<file path="src/rtl/sdram_map_pkg.sv">
// package: constants and carriers for the sdram bank address mapper
//
// Summary of operation
// - up to 128 MB total memory supported
// - every bank presents 64-bit data path
// - 16-Mbit mode gives four bank selects
// - 64/128-Mbit mode addresses two banks only
// - third/fourth selects reused as address lines
// - graphics memory starts at bank 0 base
// - host memory sits above graphics region
// - 16-Mbit row/column/bank address mapping
// - 64/128-Mbit two-internal-bank address mapping
// - 64/128-Mbit four-internal-bank address mapping
package sdram_map_pkg;

	// ****************************************
	// sizes
	// ****************************************
	localparam int HADDR_W     = 27;
	localparam int MA_W        = 13;
	localparam int DATA_W      = 64;
	localparam int BANKS       = 4;
	localparam int BSIZE_W     = 8;
	localparam int BYTE_OFS    = 3;
	localparam int MAX_MB      = 128;
	localparam int MB_SHIFT    = 20;
	localparam int BANKS_LARGE = 2;
	localparam int SUM_W       = 10;

	// ****************************************
	// host address bit positions
	// ****************************************
	localparam int A_BANK0     = 11;
	localparam int A_BANK1     = 12;
	localparam int A_ROW16_LO  = 12;
	localparam int A_COL_LO    = 3;
	localparam int A_ROW2_LO   = 12;
	localparam int A_ROW4_LO   = 13;
	localparam int A_COL16_HI  = 23;
	localparam int A_COLBIG_HI = 25;

	typedef enum logic [1:0] {
		MODE_16M,
		MODE_BIG_2IB,
		MODE_BIG_4IB
	} dev_mode_t;

	// one access request
	typedef struct packed {
		logic               valid;
		logic [HADDR_W-1:0] addr;
		logic               is_gfx;
	} host_req_t;

	// memory side address phases and selects
	typedef struct packed {
		logic [MA_W-1:0]  row;
		logic [MA_W-1:0]  col;
		logic             bs_lo;
		logic             bs_hi;
		logic [BANKS-1:0] cs_n;
		logic             hit;
	} mem_addr_t;

endpackage : sdram_map_pkg

</file>
<file path="src/rtl/sdram_bank_address_mapper.sv">
// module: maps host byte addresses onto sdram bank selects and row/column phases
`timescale 1ns/1ps
module sdram_bank_address_mapper (
	input  wire logic                                          clk_i,
	input  wire logic                                          rst_n_i,
	input  wire sdram_map_pkg::host_req_t                      req_i,
	input  wire sdram_map_pkg::dev_mode_t                      mode_i,
	input  wire logic [sdram_map_pkg::BANKS*sdram_map_pkg::BSIZE_W-1:0] bank_mb_i,
	input  wire logic [sdram_map_pkg::BSIZE_W-1:0]             gfx_mb_i,
	output logic                                               valid_o,
	output sdram_map_pkg::mem_addr_t                           map_o,
	output logic                                               gfx_err_o
);

	// ****************************************
	// bank decode
	// ****************************************
	logic [sdram_map_pkg::HADDR_W-1:0]                 phys;
	logic [sdram_map_pkg::BANKS-1:0]                   sel;
	logic [sdram_map_pkg::HADDR_W-1:0]                 local_addr;
	logic [sdram_map_pkg::SUM_W-1:0]                   base_mb [sdram_map_pkg::BANKS+1];
	logic [sdram_map_pkg::BANKS-1:0]                   usable;
	logic [sdram_map_pkg::SUM_W-1:0]                   addr_mb;
	logic [sdram_map_pkg::SUM_W-1:0]                   total_mb;

	// one bit wider so a host offset past the top cannot wrap into graphics
	logic [sdram_map_pkg::HADDR_W:0]                   phys_sum;

	// host memory above graphics: host offset shifted past the graphics region
	always_comb begin
		phys_sum = {1'b0, req_i.addr};
		if (!req_i.is_gfx) begin
			phys_sum = {1'b0, req_i.addr} + {gfx_mb_i, {sdram_map_pkg::MB_SHIFT{1'b0}}};
		end
	end

	assign phys    = phys_sum[sdram_map_pkg::HADDR_W-1:0];
	assign addr_mb = sdram_map_pkg::SUM_W'(phys_sum >> sdram_map_pkg::MB_SHIFT);

	// large devices free the upper two selects for address use
	assign usable = (mode_i == sdram_map_pkg::MODE_16M) ? 4'hF : 4'h3;

	assign base_mb[0] = '0;
	genvar g;
	generate
		for (g = 0; g < sdram_map_pkg::BANKS; g++) begin : g_bank
			logic [sdram_map_pkg::SUM_W-1:0] sz;
			assign sz = usable[g] ? sdram_map_pkg::SUM_W'(
				bank_mb_i[g*sdram_map_pkg::BSIZE_W +: sdram_map_pkg::BSIZE_W]) : '0;
			assign base_mb[g+1] = base_mb[g] + sz;
			assign sel[g] = (sz != '0) && (addr_mb >= base_mb[g])
				&& (addr_mb < base_mb[g+1]);
		end
	endgenerate

	// capacity capped at the documented maximum
	assign total_mb = (base_mb[sdram_map_pkg::BANKS] > sdram_map_pkg::SUM_W'(sdram_map_pkg::MAX_MB))
		? sdram_map_pkg::SUM_W'(sdram_map_pkg::MAX_MB) : base_mb[sdram_map_pkg::BANKS];

	always_comb begin
		local_addr = phys;
		for (int i = 0; i < sdram_map_pkg::BANKS; i++) begin
			if (sel[i]) begin
				local_addr = phys - sdram_map_pkg::HADDR_W'(
					{base_mb[i][sdram_map_pkg::BSIZE_W-1:0], {sdram_map_pkg::MB_SHIFT{1'b0}}});
			end
		end
	end

	// ****************************************
	// address phase mapping
	// ****************************************
	sdram_map_pkg::mem_addr_t nxt_map;
	logic                     nxt_valid;
	logic                     nxt_gfx_err;
	sdram_map_pkg::mem_addr_t map_ff;
	logic                     valid_ff;
	logic                     gfx_err_ff;

	// all transfers use the full 64-bit path, so byte lanes below A3 never reach MA
	always_comb begin
		nxt_map = '0;
		nxt_map.cs_n = '1;
		nxt_map.hit = (|sel) && (addr_mb < total_mb) && req_i.valid;
		nxt_valid = req_i.valid;
		nxt_gfx_err = req_i.valid && req_i.is_gfx
			&& (addr_mb >= sdram_map_pkg::SUM_W'(gfx_mb_i));
		nxt_map.bs_lo = local_addr[sdram_map_pkg::A_BANK0];
		nxt_map.col[7:0] = local_addr[10:sdram_map_pkg::A_COL_LO];
		case (mode_i)
			sdram_map_pkg::MODE_16M: begin
				nxt_map.row[10:0] = local_addr[22:sdram_map_pkg::A_ROW16_LO];
				nxt_map.col[9:8]  = local_addr[24:sdram_map_pkg::A_COL16_HI];
			end
			sdram_map_pkg::MODE_BIG_2IB: begin
				nxt_map.row[12:0] = local_addr[24:sdram_map_pkg::A_ROW2_LO];
				nxt_map.col[9:8]  = local_addr[26:sdram_map_pkg::A_COLBIG_HI];
			end
			sdram_map_pkg::MODE_BIG_4IB: begin
				nxt_map.bs_hi     = local_addr[sdram_map_pkg::A_BANK1];
				nxt_map.row[11:0] = local_addr[24:sdram_map_pkg::A_ROW4_LO];
				nxt_map.col[9:8]  = local_addr[26:sdram_map_pkg::A_COLBIG_HI];
			end
			default: begin
				nxt_map.hit = 1'b0;
			end
		endcase
		if (nxt_map.hit) begin
			nxt_map.cs_n = ~sel;
		end
	end

	// ****************************************
	// output registers
	// ****************************************
	always_ff @(posedge clk_i or negedge rst_n_i) begin
		if (!rst_n_i) begin
			map_ff     <= '{row: '0, col: '0, bs_lo: 1'b0, bs_hi: 1'b0, cs_n: 4'hF, hit: 1'b0};
			valid_ff   <= 1'b0;
			gfx_err_ff <= 1'b0;
		end else begin
			map_ff     <= nxt_map;
			valid_ff   <= nxt_valid;
			gfx_err_ff <= nxt_gfx_err;
		end
	end

	// in large modes cs_n[2]/[3] are not selects; the pin mux outside takes row/col bits
	assign map_o     = map_ff;
	assign valid_o   = valid_ff;
	assign gfx_err_o = gfx_err_ff;

endmodule : sdram_bank_address_mapper

</file>
<file path="config.mk">
export PLATFORM = sky130hd
export DESIGN_NAME = sdram_bank_address_mapper
export DESIGN_NICKNAME = d
export VERILOG_FILES = /design/src/rtl/sdram_map_pkg.sv /design/src/rtl/sdram_bank_address_mapper.sv
export SDC_FILE = /design/constraint.sdc
export NUM_CORES = 1
export LEC_CHECK = 0
export BUFFER_PORTS_ARGS = -buffer_cell sky130_fd_sc_hd__buf_2
export CELL_PAD_IN_SITES_DETAIL_PLACEMENT = 0
export CELL_PAD_IN_SITES_GLOBAL_PLACEMENT = 1
export CORE_MARGIN = 2
export CORE_UTILIZATION = 40
export DETAILED_ROUTE_END_ITERATION = 16
export PLACE_DENSITY_LB_ADDON = 0.12
export SYNTH_ARGS = -nofsm -noshare
export SYNTH_HDL_FRONTEND = slang
export SYNTH_SLANG_ARGS = --single-unit
</file>
<file path="constraint.sdc">
create_clock -name clk_i -period 1.4 [get_ports clk_i]
set_input_delay 0.14 -clock clk_i [delete_from_list [all_inputs] [get_ports clk_i]]
set_output_delay 0.14 -clock clk_i [all_outputs]
set_load 0.02 [all_outputs]
</file>
== Yosys cells after proc, flatten, opt, wreduce, memory -nomap -nowiden ==
Cells that the tools add are included.

* Flip-flop bits (word level): 32
* Bits in writable memories: 0
* Memory bits (read-only): 0
* Output and inout port bits: 35
* Latch bits: 0
* Memories kept: 0
* Word-level logic and storage cells: 67

* Shift-type cells: 0
* Order comparisons: 11
* Add/sub/neg operators: 7
* Multipliers: 0
* Bitwise logic cells: 1
* Div/mod/pow operators: 0
* Reduce and logical (&&, ||, !) cells: 21
* Mux-type cells: 17
* Eq/ne operators: 2

{| class="wikitable"
|+ Operators with widths
! operator !! count
|-
| $mux W27 || 3
|-
| $sub A27 B27 Y27 || 3
|-
| $reduce_bool A10 Y1 || 4
|-
| $mux W8 || 4
|-
| $lt A8 B10 Y1 || 3
|-
| $add A27 B28 Y28 || 1
|-
| $mux W28 || 1
|-
| $pmux W11 S2 || 1
|-
| $ge A8 B8 Y1 || 2
|-
| $logic_and A1 B1 Y1 || 12
|-
| $add A10 B8 Y10 || 1
|-
| $add A9 B8 Y10 || 1
|-
| $ge A8 B10 Y1 || 1
|-
| $gt A10 B8 Y1 const B || 1
|-
| $mux W10 || 1
|-
| $add A8 B8 Y9 || 1
|-
| $ge A8 B9 Y1 || 1
|-
| $lt A8 B9 Y1 || 1
|-
| $ge A8 B1 Y1 const B || 1
|-
| $lt A8 B8 Y1 || 1
|-
| $mux W4 || 2
|-
| $not A4 Y4 || 1
|-
| $pmux W2 S2 || 1
|-
| $reduce_or A2 Y1 || 2
|-
| 7 further kinds || 9
|}

== Depth between registers and ports, before layout ==
Gate-level depths: netlist (run 1).

* Depth in word-level cells: 13
* Gate-level depth with buffers: 31
* Mapped depth without buffers: 30

== Worst setup path after synthesis (run 1) ==
OpenSTA, ideal clock, no wires.

* Path type: input-to-reg
* Start point: input port mode_i[0]
* End point: register map_ff (netlist bit map_o[0])
* Required time: 1.335 ns
* Library setup time: 0.065 ns
* Setup slack: -4.037 ns
* Arrival: 5.372 ns
* Cell stages on the path: 26
* Cells stage by stage: inv_1 -> ha_1 -> clkbuf_1 -> clkbuf_1 -> and2_1 -> ha_1 -> fa_1 -> a21o_1 -> a21oi_1 -> xnor2_1 -> ha_1 -> or3_1 -> a2111oi_0 -> a311oi_1 -> or4b_4 -> nand2_1 -> nand2_1 -> ha_1 -> a21o_1 -> a21o_1 -> a21oi_1 -> nor2b_1 -> o21ai_0 -> nand3_1 -> a41oi_1 -> o21a_1

{| class="wikitable"
|+ RTL lines
! item !! RTL line !! source
|-
| from (decl) || sdram_bank_address_mapper.sv:7 || <nowiki>input wire sdram_map_pkg::dev_mode_t mode_i,</nowiki>
|-
| to (signal assigned) || sdram_bank_address_mapper.sv:118 || <nowiki>map_ff <= '{row: '0, col: '0, bs_lo: 1'b0, bs_hi: 1'b0, cs_n: 4'hF, hit: 1'b0};</nowiki>
|-
| to (signal assigned) || sdram_bank_address_mapper.sv:122 || <nowiki>map_ff <= nxt_map;</nowiki>
|-
| to (decl) || sdram_bank_address_mapper.sv:76 || <nowiki>sdram_map_pkg::mem_addr_t map_ff;</nowiki>
|}

==> results of run 1 <==
area by class of cell:
class / instances / area (sq um) / area share
clock buffers: 7 / 153 / 0.0182
multi-input cells: 492 / 4540 / 0.541
flip-flops and latches: 32 / 806 / 0.0959
clock inverters: 1 / 30.0 / 0.00358
well taps: 147 / 184 / 0.0219
repair buffers: 352 / 2470 / 0.294
inverters: 51 / 211 / 0.0252
cells by family (layout without fill, tap and decap cells):
logic type / Yosys count / after routing / share of synthesized area
AO/OA/AOI/OAI: 187 / 187 / 0.279
XOR/XNOR: 32 / 32 / 0.0598
adder cells (fa/ha/maj): 89 / 89 / 0.236
buffers and inverters: 67 / 411 / 0.0542
flip-flops: 32 / 32 / 0.164
multiplexers: 7 / 7 / 0.0158
other: 1 / 3 / 0.000763
AND/OR/NAND/NOR: 174 / 174 / 0.191
layer usage:
layer,vias up,routed length (microns),track usage
met5,-,0,0
met3,42,1020,0.0300
li1,2896,-,-
met2,224,8460,0.473
met4,0,532,0.0835
met1,2699,7670,0.328
stage by stage:
| stage | power, mW | setup TNS, ps |
|---|---|---|
| floorplan | 4.74 | -42360 |
| global placement | 7.36 | -51680 |
| detailed placement | 7.51 | -53810 |
| CTS | 9.36 | -45790 |
| global route | 10.3 | -49100 |
| finish | 9.66 | -46540 |
worst max-delay path: stages:
cell,delay [ps]
buf_8,100
ha_4,150
fa_2,370
xor2_2,210
ha_1,390
a21o_1,240
a21oi_4,180
xnor2_2,100
ha_1,370
or3_4,370
a2111oi_4,310
a311oi_2,160
or4b_4,530
nand2_4,90
buf_6,110
nand2_4,50
ha_4,150
a21o_1,170
a21o_1,180
a21oi_2,120
nor2b_1,50
o21ai_1,170
nand3_2,140
a41oi_2,190
o21a_1,160
registers in the layout (all words and copies together) (netlist names):
signal     flops
map_o         30
gfx_err_o      1
valid_o        1
layout by cell type (no fill, tap or decap), types with 10 or more instances in the layout:
master	synthesis	routed
o21a_1	11	11
ha_4	0	17
buf_4	3	233
o21ai_0	27	18
xnor2_1	22	16
nor2_1	31	29
inv_1	49	41
buf_2	3	97
nand2_1	31	27
nand2b_1	16	14
nor3_1	17	17
dfrtp_1	28	28
ha_1	79	60
a21o_1	22	22
nor4_1	10	10
o211ai_1	11	11
and2_1	19	17
dlygate4sd3_1	0	10
nand4_1	11	11
buf_6	0	10
a21oi_1	32	20
what timing repair did:
| action | CTS | global route |
|---|---|---|
| hold buffers | 10 | 0 |
| endpoints found under the hold margin | 37 | 0 |
| pin swaps | 36 | 28 |
| setup endpoints to repair | 14 | 14 |
| setup buffers | 17 | 9 |
| gates resized for setup | 63 | 23 |
synthesized netlist by cell type, types with 3 or more instances:
cell type / instances / share of area
buf_4: 3 / 0.0046
o21a_1: 11 / 0.017
maj3_1: 3 / 0.0061
o31ai_1: 4 / 0.0061
or2_2: 4 / 0.0051
o211ai_1: 11 / 0.017
nor3b_1: 6 / 0.0092
a21o_1: 22 / 0.034
nor4_1: 10 / 0.013
ha_1: 79 / 0.20
a41oi_1: 6 / 0.011
nand3_1: 7 / 0.0071
nor2_1: 31 / 0.024
nand2_1: 31 / 0.024
xnor2_1: 22 / 0.039
a21oi_1: 32 / 0.033
o21bai_1: 4 / 0.0061
o211a_1: 4 / 0.0081
dfrtp_1: 28 / 0.14
nor3_1: 17 / 0.017
a211oi_1: 12 / 0.018
a22oi_1: 7 / 0.011
a211o_1: 6 / 0.011
nor2b_1: 9 / 0.011
nand2b_1: 16 / 0.020
inv_1: 49 / 0.037
o21ai_0: 27 / 0.027
nand4_1: 11 / 0.014
fa_1: 7 / 0.029
dfstp_2: 4 / 0.021
o221ai_1: 3 / 0.0053
and2_1: 19 / 0.024
buf_2: 3 / 0.0031
xor2_1: 9 / 0.016
clkbuf_1: 9 / 0.0069
o22ai_1: 6 / 0.0076
mux2i_1: 4 / 0.0081
final timing paths:
| check | startpoint | end | slack [ps] | cells past startpoint |
|---|---|---|---|---|
| min in group asynchronous | rst_n_i | map_o[27] | 430 | 2 |
| max in group asynchronous | rst_n_i | gfx_err_o | 560 | 2 |
| worst min-delay path | req_i[28] | valid_o | 60 | 1 |
| worst max-delay path | bank_mb_i[8] | map_o[0] | -3600 | 25 |
power by group through the flow:
| stage | sequential, mW | clock [mW] | combinational (mW) |
|---|---|---|---|
| finish | 1.08 | 1.29 | 7.29 |
| global route | 1.09 | 1.36 | 7.87 |
| CTS | 1.08 | 1.31 | 6.97 |
| detailed placement | 1.10 | 0 | 6.41 |
| global placement | 1.10 | 0 | 6.26 |
| floorplan | 1.26 | 0 | 3.48 |
==> flow_summary.yaml, run 1 <==
cts:
  cts.sinks: 32
  tritoncts: "built"
  clk_path_buf_depth: 2
  clk_pin_slew_ps: 50
  root_buffer: "clkbuf_16"
  htree_levels: 2
  cts_buffers: 5
die:
  pin_count: 108
  die_w_microns: 115
  rows: 40
  start_util: 0.409
  fp.dieArea_sq_um: 13200
  coreArea_sq_um: 12000
  fp.dieH_microns: 115
power:
  combPwrFrac: 0.755
  max-vdd-ir-drop_uv: 690
  switchingPower_mw: 3.94
  clockPowerShare: 0.133
  internal-power_mw: 5.72
  p_leak_nw: 4.19
  p_seq_frac: 0.112
  swShare: 0.408
  powerDensity_nw_per_um2: 1150
timing:
  finalHoldViolCount: 0
  fmax_mhz: 200
  slew_headroom: 0.578
  fin_hold_ws_ps: 62.0
  finalMaxSlewViolations: 0
  finalSetupViolations: 14
  layout_setup_ws_ps: -3600
  tightestPinTransition_ps: 633
  rsz0062_at_grt: "true"
  fin_crit_sh: 3.57
  period_needed_ps: 5000
grt:
  grt_antenna_before_repair: 0
  grt_use_total: 0.263
  grt-ovfl-total: 0
  grt_start_max_net_pins: 33
  grt_pass1_vias: 5760
  grt_pass1_wl_microns: 27700
final_layout:
  nets: 1093
  drive_gt1_frac: 0.499
  fillers: 976
  diodes: 0
  finish.instance_area_sq_um: 8400
  utilization: 0.699
  area_delta_synth_final_pct: 70.9
  fin_cells: 1082
critical_path:
  cp-start-kind: "primary input"
  end_kind: "register"
  crit_required_ps: 1600
  path_class: "primary input to register"
  crit_arrival_ps: 5200
  cp_max_fo: 6
yosys:
  synth_edf_count: 0
  async_reset_ff_frac: 1.00
  synth.distinct_cells: 78
  yosys_warnings: 0
  syn_area_sq_um: 4910
  synth_cells: 589
  synth_ff_type: "dfrtp_1"
  ys_ff_latch: 32
  avgSynthCellArea_sq_um: 8.34
  ys_seq_area_frac: 0.164
run:
  maxCapViolCount: 0
place:
  gp_congestion: 0.978
  place_ws_ps: -4130
  postPlaceCellArea_sq_um: 7440
  port-buffer-count: 101
  dp_hpwl_microns: 14600
  dpl.cell_count: 1038
drt:
  antenna_left: 0
  dr.pass1.iters: 5
  vias_per_cell: 5.42
  routedWlPerCell_microns: 16.3
  wl_microns: 17700
  route.detailed.drc: 0
  drt_iter0_drc: 293
  via_count: 5861
status:
  failed_checks: "setup timing"
  status: "complete, but fails checks"
worst_hold_path:
  hold_class: "primary input to register"
Power figures use the tool's default switching activity.
==> run 2: changes to the inputs <==
CORE_UTILIZATION = 38   (was 40)
clock period = 4.6 ns   (was 1.4 ns; I/O delays follow)
==> run 2 against run 1 <==
Compared with the run above:
- the run still ends with setup timing left
- non-clock buffer count is 88 lower
- via count is 6.3% lower
- critical path depth is 9 higher
- first-iteration DRC count is 3.4% higher
- cell count is 5.7% lower
- flip-flop and latch count stayed put
- hold slack better by 140 ps
- wire length is 4.1% lower
- worst setup slack better by 2800 ps
- clock-buffer cell count is 2 lower
- combinational power is 70% lower
- clock power is 72% lower
- highest routed layer unchanged
==> flow_summary.yaml, run 2 (synthesis results as in run 1) <==
final_layout:
  final_common_cell: "buf_4"
  register_area_sq_um: 806
  final_cell_mix: "buf_4 (158), buf_2 (99), ha_1 (61)"
  multi_input_area_sq_um: 4580
  diodes: 0
  finish.instance_area_sq_um: 7750
  drive_gt1_frac: 0.460
  nets: 1006
  area_delta_synth_final_pct: 57.7
  fillers: 1133
  largest_reg_flops: 30
place:
  postPlaceCellArea_sq_um: 6780
  place_ws_ps: -1300
  dp_hpwl_microns: 13500
  gp_congestion: 0.885
  port-buffer-count: 101
drt:
  antenna_left: 0
  dr.pass1.iters: 5
  wl_microns: 16900
  vias_per_cell: 5.38
  routedWlPerCell_microns: 16.6
  route.detailed.drc: 0
  via_count: 5490
  drt_iter0_drc: 303
status:
  failed_checks: "setup timing"
  status: "complete, but fails checks"
critical_path:
  path_class: "primary input to register"
  cp-start-kind: "primary input"
  critPathTopFamily: "compound AO/OA/AOI/OAI gates"
  cp-startpoint: "bank_mb_i[0]"
  crit_arrival_ps: 5580
  critPathMaxStageDelay_ps: 390
  crit_top_cell: "buf_4"
  cp.depth: 34
  critPathCapture: "map_o[0]"
  path_buf_inv: 15
  cp_slowest_cell: "fa_2"
  cp_max_fo: 5
  end_kind: "register"
  crit_required_ps: 4810
cts:
  cts.sinks: 32
  cts_buffers: 5
  clk_pin_slew_ps: 50
  clk_path_buf_depth: 2
  tritoncts: "built"
  htree_levels: 2
  root_buffer: "clkbuf_16"
die:
  coreArea_sq_um: 12600
  die_w_microns: 118
  rows: 41
  pin_count: 108
  fp.dieArea_sq_um: 13900
  fp.dieH_microns: 118
  start_util: 0.389
timing:
  finalSetupViolations: 13
  period_needed_ps: 5370
  finalMaxSlewViolations: 0
  finalHoldViolCount: 0
  tightestPinTransition_ps: 623
  slew_headroom: 0.585
  fmax_mhz: 186
  fin_hold_ws_ps: 204
  layout_setup_ws_ps: -775
  fin_setup_tns_ps: -8280
  rsz0062_at_grt: "true"
  fin_crit_sh: 1.17
power:
  max-vdd-ir-drop_uv: 162
  p_total_mw: 2.88
  powerDensity_nw_per_um2: 372
  p_leak_nw: 3.76
grt:
  grt_pass1_vias: 5397
  grt-ovfl-total: 0
  grt_use_total: 0.235
  grt_start_max_net_pins: 33
  grt_pass1_wl_microns: 26900
  grt_antenna_before_repair: 0
worst_hold_path:
  hold_class: "primary input to async pin"
run:
  maxCapViolCount: 0
-- run 2: power by group --
part           switching, mW  internal, mW  leakage (nW)  total, mW
clock network          0.108         0.253        0.0798      0.362
registers            0.00840         0.321         0.394      0.330
logic                   1.10          1.09          3.29       2.19
total                   1.22          1.67          3.76       2.88
-- run 2: what timing repair did --
item,CTS,global route
cloned,1,0
resized for setup,66,24
setup buffers,36,6
pin swaps,51,29
setup endpoints to repair,13,13
hold endpoints to repair,0,0
hold buffers,0,0
-- run 2: worst min-delay path by stage --
| stage | endpoint | slack (ps) | cells past startpoint |
|---|---|---|---|
| 2_1_floorplan | gfx_err_o | 160 | 0 |
| 3_3_place_gp | map_o[27] | 520 | 1 |
| 3_5_place_dp | map_o[9] | 520 | 1 |
| 4_1_cts | map_o[9] | 220 | 1 |
| 5_1_grt | map_o[9] | 260 | 1 |
| 6_report | map_o[9] | 200 | 1 |
-- run 2: final cells by class --
type,count,share of cell area
multi-input cells,493,0.591
flip-flops and latches,32,0.104
clock inverters,3,0.00549
inverters,51,0.0273
well taps,172,0.0278
clock buffers,5,0.0161
repair buffers,264,0.228
-- run 2: metrics by stage --
stage / std cells / util
global placement: 971 / 0.537
floorplan: 591 / -
global route: 1020 / 0.614
CTS: 1014 / 0.602
finish: 1020 / 0.614
detailed placement: 971 / 0.537
-- run 2: per-layer routing --
metal / global-route usage / vias to the layer above / wire (microns)
met2: 0.418 / 164 / 8400
li1: - / 2719 / -
met5: 0 / - / 0
met1: 0.307 / 2577 / 7390
met4: 0.0512 / 0 / 371
met3: 0.0257 / 30 / 787
==> run 3: changes to the inputs <==
ABC_AREA = 1   (was not set)
CORE_UTILIZATION = 36   (was 38)
CTS_CLUSTER_SIZE = 28   (was not set)
==> run 3 against run 2 <==
Compared with the run above:
- the flow still finishes with violations (setup timing)
- critical path depth rose by 4
- fmax rose by 7.8%
- worst setup slack improved by 390 ps
- highest routed layer unchanged
==> flow_summary.yaml, run 3 <==
critical_path:
  critPathTopFamily: "simple AND/OR/NAND/NOR gates"
  path_buf_inv: 6
  cp_max_fo: 4
  end_kind: "register"
  cp_slowest_cell: "fa_2"
  critPathMaxStageDelay_ps: 410
  cp-start-kind: "primary input"
  crit_required_ps: 4810
  crit_arrival_ps: 5200
  path_class: "primary input to register"
grt:
  grt-ovfl-total: 0
  grt_pass1_vias: 5215
  grt_pass1_wl_microns: 24500
  grt_antenna_before_repair: 0
  grt_use_total: 0.210
  grt_start_max_net_pins: 33
status:
  failed_checks: "setup timing"
  status: "complete, but fails checks"
yosys:
  synth.distinct_cells: 44
  synth_cells: 682
  async_reset_ff_frac: 1.00
  ys_seq_area_frac: 0.169
  avgSynthCellArea_sq_um: 6.98
  synth_edf_count: 0
  syn_area_sq_um: 4760
  yosys-top-cells-count: "nand2_1 (162), inv_1 (107), ha_1 (79)"
  ys_ff_latch: 32
  yosys_warnings: 0
  synth.top_cell.area_share: 0.208
  ys_top_cells_by_area: "ha_1 (21%), dfrtp_1 (15%), nand2_1 (13%), inv_1 (8.4%), nand3_1 (5.9%)"
  synth.most_common_cell: "nand2_1"
  yosys.area.top_type: "ha_1"
  synth_ff_type: "dfrtp_1"
final_layout:
  final_cell_mix: "nand2_1 (142), buf_4 (131), buf_2 (99)"
  drive_gt1_frac: 0.450
  nets: 1081
  area_delta_synth_final_pct: 57.0
  fillers: 1226
  finish.instance_area_sq_um: 7480
  largest_reg_flops: 30
  fin_cells: 1099
  final_common_cell: "nand2_1"
  diodes: 0
cts:
  clk_pin_slew_ps: 50
  root_buffer: "clkbuf_16"
  cts_buffers: 5
  tritoncts: "built"
  htree_levels: 2
  clk_path_buf_depth: 2
  ctsHoldBuffers: 0
  cts.sinks: 32
power:
  switchingPower_mw: 1.22
  p_total_mw: 2.73
  swShare: 0.447
  powerDensity_nw_per_um2: 365
  p_leak_nw: 4.07
  clockPowerShare: 0.134
  combPwrFrac: 0.744
  max-vdd-ir-drop_uv: 159
  p_seq_frac: 0.122
  internal-power_mw: 1.51
die:
  fp.dieArea_sq_um: 14200
  die_w_microns: 119
  pin_count: 108
  rows: 42
  fp.dieH_microns: 119
  start_util: 0.364
  coreArea_sq_um: 13100
timing:
  finalMaxSlewViolations: 0
  fin_crit_sh: 1.08
  slew_headroom: 0.547
  finalSetupViolations: 12
  fin_setup_tns_ps: -1800
  tightestPinTransition_ps: 680
  fmax_mhz: 201
  layout_setup_ws_ps: -385
  rsz0062_at_grt: "true"
  finalHoldViolCount: 0
  period_needed_ps: 4990
drt:
  routedWlPerCell_microns: 14.1
  via_count: 5296
  vias_per_cell: 4.82
  dr.pass1.iters: 6
  route.detailed.drc: 0
  drt_iter0_drc: 248
  wl_microns: 15500
  antenna_left: 0
worst_hold_path:
  hold_class: "primary input to async pin"
place:
  postPlaceCellArea_sq_um: 6400
  dp_hpwl_microns: 12400
  dpl.cell_count: 1064
  port-buffer-count: 101
  gp_congestion: 0.867
  place_ws_ps: -802
run:
  maxCapViolCount: 0
run 3: cell types whose count changed after synthesis, sizes merged, moves of 13 or more:
cell / delta
a211oi: -15
a21o: -15
a21oi: +26
and2: -18
inv: +63
nand2: +153
nand2b: -16
nand3: +58
xor2: +13
run 3: area by class of cell:
class | count | area (sq um) | area share
clock buffer | 5 | 125 | 0.0167
tap | 176 | 220 | 0.0294
multi-input combinational | 530 | 4240 | 0.567
timing repair buffer | 239 | 1600 | 0.214
inverter | 114 | 442 | 0.0591
clock inverter | 3 | 42.5 | 0.00569
sequential | 32 | 806 | 0.108
run 3: through the flow:
stage	util	hold WS (ps)
3_3_place_gp	0.489	523
2_1_floorplan	-	164
5_1_grt	0.572	279
3_5_place_dp	0.489	533
6_report	0.572	229
4_1_cts	0.522	243
run 3: power by group through the flow:
stage / Sequential (mW) / Combinational (mW) / Clock (mW)
2_1_floorplan: 0.388 / 0.917 / 0
3_3_place_gp: 0.337 / 1.57 / 0
3_5_place_dp: 0.337 / 1.59 / 0
4_1_cts: 0.332 / 1.72 / 0.372
5_1_grt: 0.336 / 2.23 / 0.390
6_report: 0.332 / 2.03 / 0.366
run 3: worst max path at each step:
| stage | endpoint | cells past startpoint | from | slack (ps) |
|---|---|---|---|---|
| 2_1_floorplan | map_o[0] | 37 | bank_mb_i[0] | -280 |
| 3_3_place_gp | map_o[0] | 38 | bank_mb_i[0] | -700 |
| 3_5_place_dp | map_o[1] | 36 | bank_mb_i[0] | -800 |
| 4_1_cts | map_o[0] | 37 | bank_mb_i[8] | -410 |
| 5_1_grt | map_o[0] | 40 | bank_mb_i[0] | -700 |
| 6_report | map_o[0] | 38 | bank_mb_i[0] | -390 |
run 3: cell families (layout without fill, tap and decap cells):
| logic type | Yosys count | after routing | share of synthesized area |
|---|---|---|---|
| adder cells (fa/ha/maj) | 86 | 86 | 0.237 |
| AO/OA/AOI/OAI | 105 | 105 | 0.130 |
| AND/OR/NAND/NOR | 302 | 303 | 0.302 |
| other | 1 | 3 | 0.000787 |
| buffers and inverters | 123 | 361 | 0.101 |
| XOR/XNOR | 33 | 33 | 0.0607 |
| flip-flops | 32 | 32 | 0.169 |
run 3: routing by layer:
layer  routed length, microns  part of all wire  GRT usage  vias up
met2                     7590              0.49      0.379      121
met3                      459             0.030     0.0153       25
met5                        0                 0          0        -
met4                      325             0.021     0.0365        0
met1                     7100              0.46      0.277     2434
li1                         -                 -          -     2716
run 3: timing repair:
action	4_1_cts	5_1_grt
endpoints found under the setup margin	13	13
pin swaps	28	48
resized for setup	24	108
gates cloned	0	1
setup buffers	16	11
